## config.mk

```make
export PLATFORM = sky130hd
export DESIGN_NAME = crjm_meter
export DESIGN_NICKNAME = d
export VERILOG_FILES = /design/src/rtl/crjm_pkg.sv /design/src/rtl/crjm_iir1.sv /design/src/rtl/crjm_meter.sv
export VERILOG_INCLUDE_DIRS = /design/src /design/src/rtl
export SDC_FILE = /design/constraint.sdc
export NUM_CORES = 2
export LEC_CHECK = 0
export BUFFER_PORTS_ARGS = -buffer_cell sky130_fd_sc_hd__buf_2
export CORE_MARGIN = 1.5
export CORE_UTILIZATION = 50
export CTS_BUF_LIST = sky130_fd_sc_hd__clkbuf_4 sky130_fd_sc_hd__clkbuf_8 sky130_fd_sc_hd__clkbuf_16
export DETAILED_ROUTE_END_ITERATION = 10
export PLACE_DENSITY = 0.67
export REMOVE_ABC_BUFFERS = 1
export SYNTH_ARGS = -nofsm -noshare
export SYNTH_HDL_FRONTEND = slang
export SYNTH_SLANG_ARGS = --single-unit
export TNS_END_PERCENT = 20
```

## constraint.sdc

```tcl
create_clock -name clk -period 12.2 [get_ports clk]
set_input_delay 0 -clock clk [delete_from_list [all_inputs] [get_ports clk]]
set_output_delay 0 -clock clk [all_outputs]
set_load 0.05 [all_outputs]
```

## src/rtl/crjm_regs.svh

```systemverilog
// constants for the clock reference jitter meter
`ifndef CRJM_REGS_SVH
`define CRJM_REGS_SVH
`define CRJM_W             32
`define CRJM_PCR_W         42
`define CRJM_CNT_W         24
`define CRJM_SHIFT_W       5
`define CRJM_NOM_CLK_HZ    27000000
`define CRJM_SYS_CLK_HZ    125000000
`define CRJM_TICK_RATIO_Q16 32'd14156
`define CRJM_GAP_MAX_MS    100
`define CRJM_GAP_MAX_CYC   (`CRJM_GAP_MAX_MS * (`CRJM_SYS_CLK_HZ / 1000))
`define CRJM_AVG_LPF_MHZ   10
`define CRJM_AVG_SHIFT     5'd9
`define CRJM_REF_MSB       5'd22
`define CRJM_SHIFT_MIN     5'd1
`define CRJM_SHIFT_MAX     5'd30
`define CRJM_BW1_SHIFT     5'd10
`define CRJM_BW2_SHIFT     5'd8
`define CRJM_BW3_SHIFT     5'd6
`define CRJM_BW4_SHIFT     5'd4
`define CRJM_LOOP_KI       5'd4
`define CRJM_DAC_BITS      14
`define CRJM_DRIFT_LIMIT_MHZ_S 75
`define CRJM_DRIFT_LIMIT   32'h00000100
`define CRJM_ZERO          32'h00000000
`endif

```

## src/rtl/crjm_pkg.sv

```systemverilog
// types for the clock reference jitter meter
package crjm_pkg;
    typedef enum logic [1:0] {
        CRJM_IDLE  = 2'b00,
        CRJM_PRIME = 2'b01,
        CRJM_RUN   = 2'b11
    } crjm_state_type;

    typedef enum logic [1:0] {
        CRJM_BW_OPT1 = 2'b00,
        CRJM_BW_OPT2 = 2'b01,
        CRJM_BW_OPT3 = 2'b10,
        CRJM_BW_OPT4 = 2'b11
    } crjm_bw_type;

    typedef struct packed {
        logic signed [31:0] clock_sample_accuracy;
        logic signed [31:0] clock_sample_overall_jitter;
        logic signed [31:0] clock_sample_drift_rate;
        logic signed [31:0] clock_sample_freq_offset;
        logic        [23:0] average_sample_rate;
        logic        [23:0] sample_interval;
        logic signed [31:0] sample_interval_error;
        logic        [13:0] converter_code;
    } crjm_result_type;
endpackage

```

## src/rtl/crjm_iir1.sv

```systemverilog
// first-order low-pass or high-pass section stepped once per sample
`timescale 1ns/1ps
`include "crjm_regs.svh"
module crjm_iir1 (
    input  wire logic               clk,
    input  wire logic               sys_rst,
    input  wire logic               step,
    input  wire logic               hp_mode,
    input  wire logic [4:0]         shift,
    input  wire logic signed [31:0] x,
    output logic signed [31:0]      y
);
    logic signed [31:0] acc_ff;
    logic signed [31:0] y_ff;
    wire  signed [31:0] diff    = x - acc_ff;
    wire  signed [31:0] nxt_acc = acc_ff + (diff >>> shift);
    wire  signed [31:0] nxt_y   = hp_mode ? diff : nxt_acc;

    always_ff @(posedge clk) begin
        if (sys_rst) begin
            acc_ff <= `CRJM_ZERO;
            y_ff   <= `CRJM_ZERO;
        end else if (step) begin
            acc_ff <= nxt_acc;
            y_ff   <= nxt_y;
        end
    end
    assign y = y_ff;
endmodule

```

## src/rtl/crjm_meter.sv

```systemverilog
// clock reference jitter meter: accuracy, jitter, drift and offset per sample
`timescale 1ns/1ps
`include "crjm_regs.svh"
// Summary of operation
// - count stream bytes between this and the previous clock sample
// - accuracy derivative is sample delta minus byte count over byte rate
// - accuracy is updated only for constant bitrate streams
// - all filters except the interval average follow the four selectable bandwidth options
// - jitter path is third-order high-pass overall
// - drift-rate path has a first-order low-pass roll-off
// - drift-rate taken from loop error, then first-order low-pass
// - frequency offset taken after accumulator, then first-order low-pass
// - jitter taken from loop error, then extra first-order high-pass
// - tracking loop is type II: accumulator plus oscillator
// - average sample interval is low-pass filtered near 10 mHz
// - bandwidth filter coefficients scale with the averaged sample rate; the interval average shift is fixed
// - converter code is the oscillator control scaled by two to minus eighteen
// - only two consecutive samples are needed per measurement
// - flag drift rate beyond its limit; phase may exceed 500 ns there
// - sample interval error derived from byte count over byte rate
// - individual accuracy recovered assuming zero mean inaccuracy
module crjm_meter #(
    parameter int GAP_MAX_CYC = `CRJM_GAP_MAX_CYC
) (
    input  wire logic                   clk,
    input  wire logic                   sys_rst,
    input  wire logic                   meas_start,
    input  wire logic                   cbr_mode,
    input  wire crjm_pkg::crjm_bw_type  bw_select,
    input  wire logic [31:0]            nominal_byte_period_q16,
    input  wire logic                   ts_byte_valid,
    input  wire logic                   pcr_valid,
    input  wire logic [41:0]            pcr_value,
    output crjm_pkg::crjm_result_type   result,
    output logic                        result_valid,
    output logic                        drift_limit_exceeded,
    output logic                        sample_gap_error
);
    import crjm_pkg::*;

    localparam logic [23:0] GAP_LIMIT = 24'(GAP_MAX_CYC);
    localparam int          NFILT     = 5;

    crjm_state_type     st_ff;
    crjm_state_type     nxt_st;
    logic [41:0]        last_pcr_ff;
    logic [23:0]        byte_cnt_ff;
    logic [23:0]        ival_ff;
    logic [23:0]        k_ff;
    logic [23:0]        ival_lat_ff;
    logic signed [31:0] dpcr_ff;
    logic               st1_ff;
    logic               st2_ff;
    logic               st3_ff;
    logic               cbr2_ff;
    logic signed [31:0] ac_sum_ff;
    logic signed [31:0] phase_ff;
    logic signed [31:0] freq_ff;
    logic signed [31:0] sie_ff;
    crjm_result_type    result_ff;
    logic               valid_ff;
    logic               drift_flag_ff;
    logic               gap_ff;
    logic signed [31:0] fx [NFILT];
    logic signed [31:0] fy [NFILT];
    logic               fstep [NFILT];
    logic [4:0]         fshift [NFILT];

    // bandwidth option base shift, corrected by how far the measured
    // interval sits from the 40 ms reference; keeps bandwidth in hertz fixed
    function automatic logic [4:0] coef_shift(input crjm_bw_type bw, input logic [23:0] avg);
        logic [4:0] base;
        logic [4:0] msb;
        logic [6:0] s;
        base = `CRJM_BW1_SHIFT;
        msb  = 5'd0;
        for (int i = 0; i < 24; i++) begin
            if (avg[i]) msb = 5'(i);
        end
        case (bw)
            CRJM_BW_OPT1: base = `CRJM_BW1_SHIFT;
            CRJM_BW_OPT2: base = `CRJM_BW2_SHIFT;
            CRJM_BW_OPT3: base = `CRJM_BW3_SHIFT;
            default:      base = `CRJM_BW4_SHIFT;
        endcase
        s = 7'(base) + 7'(`CRJM_REF_MSB) - 7'(msb);
        if (s < 7'(`CRJM_SHIFT_MIN)) coef_shift = `CRJM_SHIFT_MIN;
        else if (s > 7'(`CRJM_SHIFT_MAX)) coef_shift = `CRJM_SHIFT_MAX;
        else coef_shift = 5'(s);
    endfunction

    wire        pcr_take   = pcr_valid && (st_ff != CRJM_IDLE);
    wire        run_take   = pcr_take && (st_ff == CRJM_RUN);
    wire [23:0] byte_next  = byte_cnt_ff + 24'(ts_byte_valid);
    wire [23:0] ival_next  = (ival_ff == GAP_LIMIT) ? ival_ff : ival_ff + 24'h000001;
    wire [41:0] pcr_delta  = pcr_value - last_pcr_ff;
    wire [55:0] exp_prod   = 56'(k_ff) * 56'(nominal_byte_period_q16);
    wire [55:0] arr_prod   = 56'(ival_lat_ff) * 56'(`CRJM_TICK_RATIO_Q16);
    wire signed [31:0] exp_ticks = signed'(exp_prod[47:16]);
    wire signed [31:0] arr_ticks = signed'(arr_prod[47:16]);
    wire signed [31:0] acc_deriv = dpcr_ff - exp_ticks;
    wire signed [31:0] loop_err  = dpcr_ff - arr_ticks - freq_ff;
    wire [23:0] avg_ival   = fy[4][23:0];
    wire [4:0]  bw_shift   = coef_shift(bw_select, avg_ival);
    wire [31:0] drift_abs  = fy[2][31] ? 32'(-fy[2]) : 32'(fy[2]);

    always_comb begin
        nxt_st = st_ff;
        case (st_ff)
            CRJM_IDLE:  if (meas_start) nxt_st = CRJM_PRIME;
            CRJM_PRIME: if (!meas_start) nxt_st = CRJM_IDLE;
                        else if (pcr_valid) nxt_st = CRJM_RUN;
            CRJM_RUN:   if (!meas_start) nxt_st = CRJM_IDLE;
            default:    nxt_st = CRJM_IDLE;
        endcase
    end

    always_ff @(posedge clk) begin
        if (sys_rst) begin
            st_ff       <= CRJM_IDLE;
            last_pcr_ff <= 42'h0;
            byte_cnt_ff <= 24'h0;
            ival_ff     <= 24'h0;
        end else begin
            st_ff <= nxt_st;
            if (pcr_take) begin
                last_pcr_ff <= pcr_value;
                byte_cnt_ff <= 24'(ts_byte_valid);
                ival_ff     <= 24'h0;
            end else begin
                byte_cnt_ff <= byte_next;
                ival_ff     <= ival_next;
            end
        end
    end

    always_ff @(posedge clk) begin
        if (sys_rst) begin
            st1_ff      <= 1'b0;
            k_ff        <= 24'h0;
            ival_lat_ff <= 24'h0;
            dpcr_ff     <= `CRJM_ZERO;
        end else begin
            st1_ff <= run_take;
            if (run_take) begin
                k_ff        <= byte_next;
                ival_lat_ff <= ival_next;
                dpcr_ff     <= signed'(pcr_delta[31:0]);
            end
        end
    end

    // stage two: accuracy integral and phase detector of the tracking loop
    always_ff @(posedge clk) begin
        if (sys_rst) begin
            st2_ff    <= 1'b0;
            cbr2_ff   <= 1'b0;
            ac_sum_ff <= `CRJM_ZERO;
            phase_ff  <= `CRJM_ZERO;
            sie_ff    <= `CRJM_ZERO;
        end else begin
            st2_ff <= st1_ff;
            if (st1_ff) begin
                // held for the whole sample so stages two and three agree
                cbr2_ff <= cbr_mode;
                if (cbr_mode) ac_sum_ff <= ac_sum_ff + acc_deriv;
                phase_ff <= phase_ff + loop_err;
                sie_ff   <= exp_ticks;
            end
        end
    end

    // accumulator is the adder plus latch; oscillator is the phase integral
    always_ff @(posedge clk) begin
        if (sys_rst) freq_ff <= `CRJM_ZERO;
        else if (st2_ff) freq_ff <= freq_ff + (phase_ff >>> `CRJM_LOOP_KI);
    end

    // 0 accuracy hp, 1 jitter hp, 2 drift lp, 3 offset lp, 4 interval lp
    assign fx[0] = ac_sum_ff;
    assign fx[1] = phase_ff;
    assign fx[2] = phase_ff;
    assign fx[3] = freq_ff;
    assign fx[4] = signed'(32'(ival_lat_ff));
    assign fstep[0] = st2_ff && cbr2_ff;
    assign fstep[1] = st2_ff;
    assign fstep[2] = st2_ff;
    assign fstep[3] = st2_ff;
    assign fstep[4] = st2_ff;
    assign fshift[0] = bw_shift;
    assign fshift[1] = bw_shift;
    assign fshift[2] = bw_shift;
    assign fshift[3] = bw_shift;
    assign fshift[4] = `CRJM_AVG_SHIFT;

    generate
        for (genvar g = 0; g < NFILT; g++) begin : g_filt
            crjm_iir1 u_iir (
                .clk     (clk),
                .sys_rst (sys_rst),
                .step    (fstep[g]),
                .hp_mode ((g < 2) ? 1'b1 : 1'b0),
                .shift   (fshift[g]),
                .x       (fx[g]),
                .y       (fy[g])
            );
        end
    endgenerate

    always_ff @(posedge clk) begin
        if (sys_rst) begin
            st3_ff        <= 1'b0;
            valid_ff      <= 1'b0;
            result_ff     <= '0;
            drift_flag_ff <= 1'b0;
            gap_ff        <= 1'b0;
        end else begin
            st3_ff   <= st2_ff;
            valid_ff <= st3_ff;
            if (st3_ff) begin
                if (cbr2_ff) result_ff.clock_sample_accuracy <= fy[0];
                result_ff.clock_sample_overall_jitter <= fy[1];
                result_ff.clock_sample_drift_rate     <= fy[2];
                result_ff.clock_sample_freq_offset    <= fy[3];
                result_ff.average_sample_rate         <= avg_ival;
                result_ff.sample_interval             <= ival_lat_ff;
                result_ff.sample_interval_error       <= sie_ff;
                // top bits only: the converter sees control times 2^-18
                result_ff.converter_code <= freq_ff[31:32-`CRJM_DAC_BITS];
                drift_flag_ff <= drift_abs > `CRJM_DRIFT_LIMIT;
            end
            // a gap of up to 100 ms is tolerated, a longer one is reported, counting saturates
            if (pcr_take) gap_ff <= 1'b0;
            else if (st_ff == CRJM_RUN && ival_next == GAP_LIMIT) gap_ff <= 1'b1;
        end
    end

    assign result               = result_ff;
    assign result_valid         = valid_ff;
    assign drift_limit_exceeded = drift_flag_ff;
    assign sample_gap_error     = gap_ff;
endmodule

```

After elaboration in Yosys (flattened, before gate mapping)
Cells that the tools add are included.
- logic and storage cells: 119
- bits of input ports: 82
- output and inout bits: 225
- register bits after elaboration: 743
- shifts and indexed selects: 4
- equality and inequality tests: 9
- multipliers: 2
- magnitude comparators: 3
- add/subtract/negate cells: 22
- multiplexer cells: 34
- reduce and logical (&&, ||, !) cells: 11
- operators by type and width (operator ; count):
    subtractor 32 bit ; 7
    adder 32 bit ; 6
    >>> shifter 32 x 5 -> 32 bit ; 4
    2-to-1 mux 5 bit ; 23
    == test 24 bit, second input constant ; 2
    multiplier 24 x 32 -> 48 bit ; 1
    multiplier 24 x 12 -> 36 bit, second input constant ; 1
    adder 32 x 23 -> 32 bit ; 1
    adder 32 x 28 -> 32 bit ; 1
    > comparator 32 x 9 -> 1 bit, second input constant ; 1
    2-to-1 mux 32 bit ; 1
    negator 32 bit ; 1
    subtractor 25 x 32 -> 32 bit ; 1
    subtractor 32 x 23 -> 32 bit ; 1
    adder 24 x 1 -> 24 bit ; 1
    adder 24 x 1 -> 24 bit, second input constant ; 1
    2-to-1 mux 24 bit ; 1
    case mux 4 bit (3 select lines) ; 1
    2-to-1 mux 2 bit ; 5
    > comparator 7 x 5 -> 1 bit, second input constant ; 1
    < comparator 7 x 1 -> 1 bit, second input constant ; 1
    subtractor 6 x 5 -> 7 bit ; 1
    adder 5 x 5 -> 6 bit, second input constant ; 1
    case mux 2 bit (3 select lines) ; 1
    other kinds (11) ; 20

Logic depth before layout (Yosys ltp)
- word-level depth: 29
- gate-level depth with buffers: 46
- gate-level depth less buffers: 42

Cells and area by module
From an unflattened synthesis, not the netlist that was laid out.
- cell total of the unflattened synthesis: 12282
- area, all modules: 98913.6 um^2
- by module, submodules not included (module ; instances ; sequential area each (um^2) ; cells an instance ; area an instance (um^2)):
    crjm_meter ; 1 ; 10390.0 ; 6172 ; 54827.6
    crjm_iir1 ; 5 ; 1281.2 ; 1222 ; 8817.2

Least setup slack after synthesis
OpenSTA, ideal clock, no wires.
- kind: reg2reg
- start point: reg k_ff[3]
- end point: reg ac_sum_ff[30]
- clock period less this slack: 9.161 ns
- library setup time: 0.087 ns
- path buffers: 1
- setup slack: 3.039 ns
- data required time: 12.113 ns
- arrival time: 9.074 ns
- stages on the path, launching flop included: 40
- cells stage by stage: dfxtp_1 clkbuf_1 nand2_1 fa_1 inv_1 fa_1 fa_1 inv_1 fa_1 inv_1 fa_1 inv_1 fa_1 inv_1 fa_1 ha_1 a21oi_1 and3_1 (+4 left out) a21o_1 a21oi_1 xor2_1 fa_1 ha_1 a21o_1 a21o_1 a21o_1 a21o_1 a221o_1 a21oi_1 o21a_1 a31oi_1 o2111ai_1 nand2_1 a31oi_1 xor2_1 o31ai_1
- word-level cells in the longest chain between the ends: 3
- RTL lines (element ; RTL line ; RTL):
    start: declaration ; crjm_meter.sv:49 ; logic [23:0] k_ff;
    start signal: assignment ; crjm_meter.sv:146 ; k_ff <= byte_next;
    multiplier 24 x 32 -> 48 bit ; crjm_meter.sv:97 ; wire [55:0] exp_prod = 56'(k_ff) * 56'(nominal_byte_period_q16);
    subtractor 32 bit ; crjm_meter.sv:101 ; wire signed [31:0] acc_deriv = dpcr_ff - exp_ticks;
    adder 32 bit ; crjm_meter.sv:166 ; if (cbr_mode) ac_sum_ff <= ac_sum_ff + acc_deriv;
    end signal: assignment ; crjm_meter.sv:158 ; ac_sum_ff <= `CRJM_ZERO;
    end signal: assignment ; crjm_meter.sv:166 ;
    end: declaration ; crjm_meter.sv:56 ; logic signed [31:0] ac_sum_ff;
Every way passes these cells.
A chain may end at the register's enable or synchronous reset.

Worst setup path in the final report
- start point: reg k_ff[7]
- end point: reg ac_sum_ff[31]
Same word-level chain as after synthesis.

==> metrics.cfg <==
[critical_path]
cp.required_ps = 12830
crit_fanout = 24
critPathLaunchType = flip-flop
r2r_slack_ps = 1230
crit_arrival_ps = 11600
crit_path_end_kind = flip-flop
crit_slowest_cell = dfxtp_1
worstSetupPathType = flip-flop to flip-flop
cp_common_cell = fa_1
critPathMaxStageDelay_ps = 1070

[power_and_ir_drop]
p_sw_share_pct = 31.3
irDropWorstVdd_mv = 0.114
p_seq_share_pct = 38.6
p_clk_share_pct = 41.6
p_switching_mw = 1.98
power.share.combinational_pct = 19.8
p_leak_nw = 39.3
power.total_mw = 6.33
cellPowerDensity_nw_per_um2 = 70.8
internal-power_mw = 4.35

[timing]
final_max_slew_viol_count = 0
whs_ps = 87.8
slew_headroom_pct = 24.1
fmax_mhz = 91.1
skew_ps = 21.5
layout_min_cycle_time_ps = 10970
rsz0062_at_grt = false
hold_viol_final = 0
tightestPinTransition_ps = 1140
fin_crit_sh_pct = 89.9
finalSetupViolCount = 0

[synthesis]
synth_top_cell_area_share_pct = 20.5
synthCells = 10083
synth_seq_cells = 743
synth_area_leaders = fa_1 (21%), dfxtp_1 (18%), ha_1 (11%)
yosys.area.top_type = fa_1
yosysSeqAreaShare_pct = 17.9
synthFlopType = dfxtp_1
yosys_warnings = 0
ys_async_sr_fraction_pct = 0
ys_types = 97
synth-edff-count = 0
syn_area_um2 = 82900
avgSynthCellArea_um2 = 8.22

[finish]
layout_commonest_cell = inv_1
final_layout_size_suffix_gt1_share_pct = 6.63
final_nets = 11762
final_util_pct = 54.3
fin_area_um2 = 89400
layout.cells.non_filler = 12396
mostFrequentLayoutCells = inv_1 (1,229), nand2_1 (1,181), nor2_1 (1,011), fa_1 (849), dfxtp_1 (739)
syn2layout_area_growth_pct = 7.89

[drt]
drc = 0
postRouteAntennaNets = 0
drtPass1Iterations = 8
wl_per_cell_um = 20.3
vias_per_cell = 5.75
vias = 71301
drt_iter0_markers = 5208
wl_um = 252000

[cts]
cts_setup_buffers = 0
clk_pin_slew_ps = 60
clock-sinks = 743
clockBufferDepth = 3
worst_skew_pair.late_latency_ps = 710
cts_root_buf = clkbuf_16
cts_made_buffers = 84
htreeDepth = 3
cts_tree = yes

[place]
placed_cell_area_um2 = 86100
place.gp.congestion = 0.964
place.port_buffers = 296
dp_cells = 12193
dp_hpwl_um = 200000

[global_route]
track_usage_pct = 29.8
antenna_found_initial = 11
grt_remaining_overflow = 0
grt_pass1_wl_um = 398000
grt_pass1_vias = 71326
grt_max_degree = 119

[die]
fp.dieH_um = 410
die_w_um = 410
fp.dieArea_um2 = 168000
rows = 149
ios = 307
initial_core_util_pct = 50.3
core_um2 = 165000

[outcome]
outcome = complete, no violations

[flow_run]
cap_violations = 0

[hold_path]
hold_class = input port to flip-flop

[state kept, by name, summed over array words and instances (netlist names), 2 cells and up]
name                 cells
st_ff                    2
ac_sum_ff               32
ival_lat_ff             24
k_ff                    24
last_pcr_ff             32
sie_ff                  32
g_filt.u_iir.y          96
result                 222
byte_cnt_ff             24
phase_ff                32
freq_ff                 32
ival_ff                 24
dpcr_ff                 32
g_filt.u_iir.acc_ff    128
[Yosys cell counts (60+ instances only)]
| master | number |
|---|---|
| a211oi_1 | 167 |
| a21o_1 | 201 |
| a21oi_1 | 663 |
| a31oi_1 | 61 |
| and2_1 | 278 |
| and3_1 | 60 |
| buf_1 | 64 |
| clkbuf_1 | 386 |
| dfxtp_1 | 743 |
| fa_1 | 849 |
| ha_1 | 697 |
| inv_1 | 1230 |
| mux2i_1 | 438 |
| nand2_1 | 1185 |
| nand2b_1 | 60 |
| nand3_1 | 132 |
| nor2_1 | 1014 |
| nor2b_1 | 71 |
| nor3_1 | 111 |
| o211ai_1 | 67 |
| o21a_1 | 109 |
| o21ai_0 | 333 |
| o21bai_1 | 81 |
| xnor2_1 | 310 |
| xor2_1 | 149 |
[area by class of cell]
cell class                      count  area, um^2
Timing Repair Buffer              448        2770
Antenna cell                        7        17.5
Sequential cell                   743       14900
Clock inverter                     39         388
Clock buffer                      113        2450
Tap cell                         2189        2740
Inverter                         1231        4620
Fill cell                       15382       75400
Multi-Input combinational cell   7626       61600
[per-layer routing]
metal	wire, um	global-route usage (%)
met1	107000	38.9
met3	17100	4.57
met2	118000	49.5
met5	41	0
met4	9650	11.5
[worst paths after layout]
check | start | to | depth (start not counted)
max | k_ff[7] | ac_sum_ff[31] | 36
min | meas_start | st_ff[0] | 3
max reg2reg | k_ff[7] | ac_sum_ff[31] | 36
min reg2reg | last_pcr_ff[7] | last_pcr_ff[7] | 2
[critical path: cells and delay by family, from the launching register on]
| kind | cells | cell delay (ps) |
|---|---|---|
| adder cells (fa/ha/maj) | 10 | 4610 |
| AO/OA/AOI/OAI | 11 | 2610 |
| AND/OR/NAND/NOR | 8 | 1370 |
| flip-flops | 1 | 1070 |
| XOR/XNOR | 2 | 620 |
| buffers and inverters | 5 | 570 |
[through the flow]
step                setup TNS (ps)  worst slack [ps]
global placement                 0              1280
finish                           0              1230
CTS                              0              1190
detailed placement               0              1260
floorplan                  -142770             -2370
global route                     0               590
[power groups by stage]
stage,clock network [mW],registers (mW),logic (mW)
6_report,2.64,2.44,1.25
5_1_grt,2.78,2.44,1.36
4_1_cts,2.70,2.44,1.23
3_5_place_dp,0,2.50,1.21
3_3_place_gp,0,2.50,1.20
2_1_floorplan,0,2.49,0.819
[logic make-up (layout without fill, tap and decap cells)]
group / after synthesis / in the layout / share of synthesized area [%]
compound gates: 2049 / 2049 / 15.9
xor+xnor: 459 / 459 / 4.85
fa+ha+maj: 1546 / 1546 / 31.0
buf+inv: 1714 / 1831 / 7.88
flops: 743 / 743 / 17.9
mux: 477 / 477 / 5.88
other cells: 0 / 7 / 0
simple gates: 3095 / 3095 / 16.5
[timing repair]
| action | in CTS | in global routing |
|---|---|---|
| resized for setup | 0 | 0 |
| hold buffers | 44 | 0 |
| endpoints found under the setup margin | 0 | 0 |
| hold endpoints to repair | 150 | 0 |
Power figures use the tool's default switching activity.
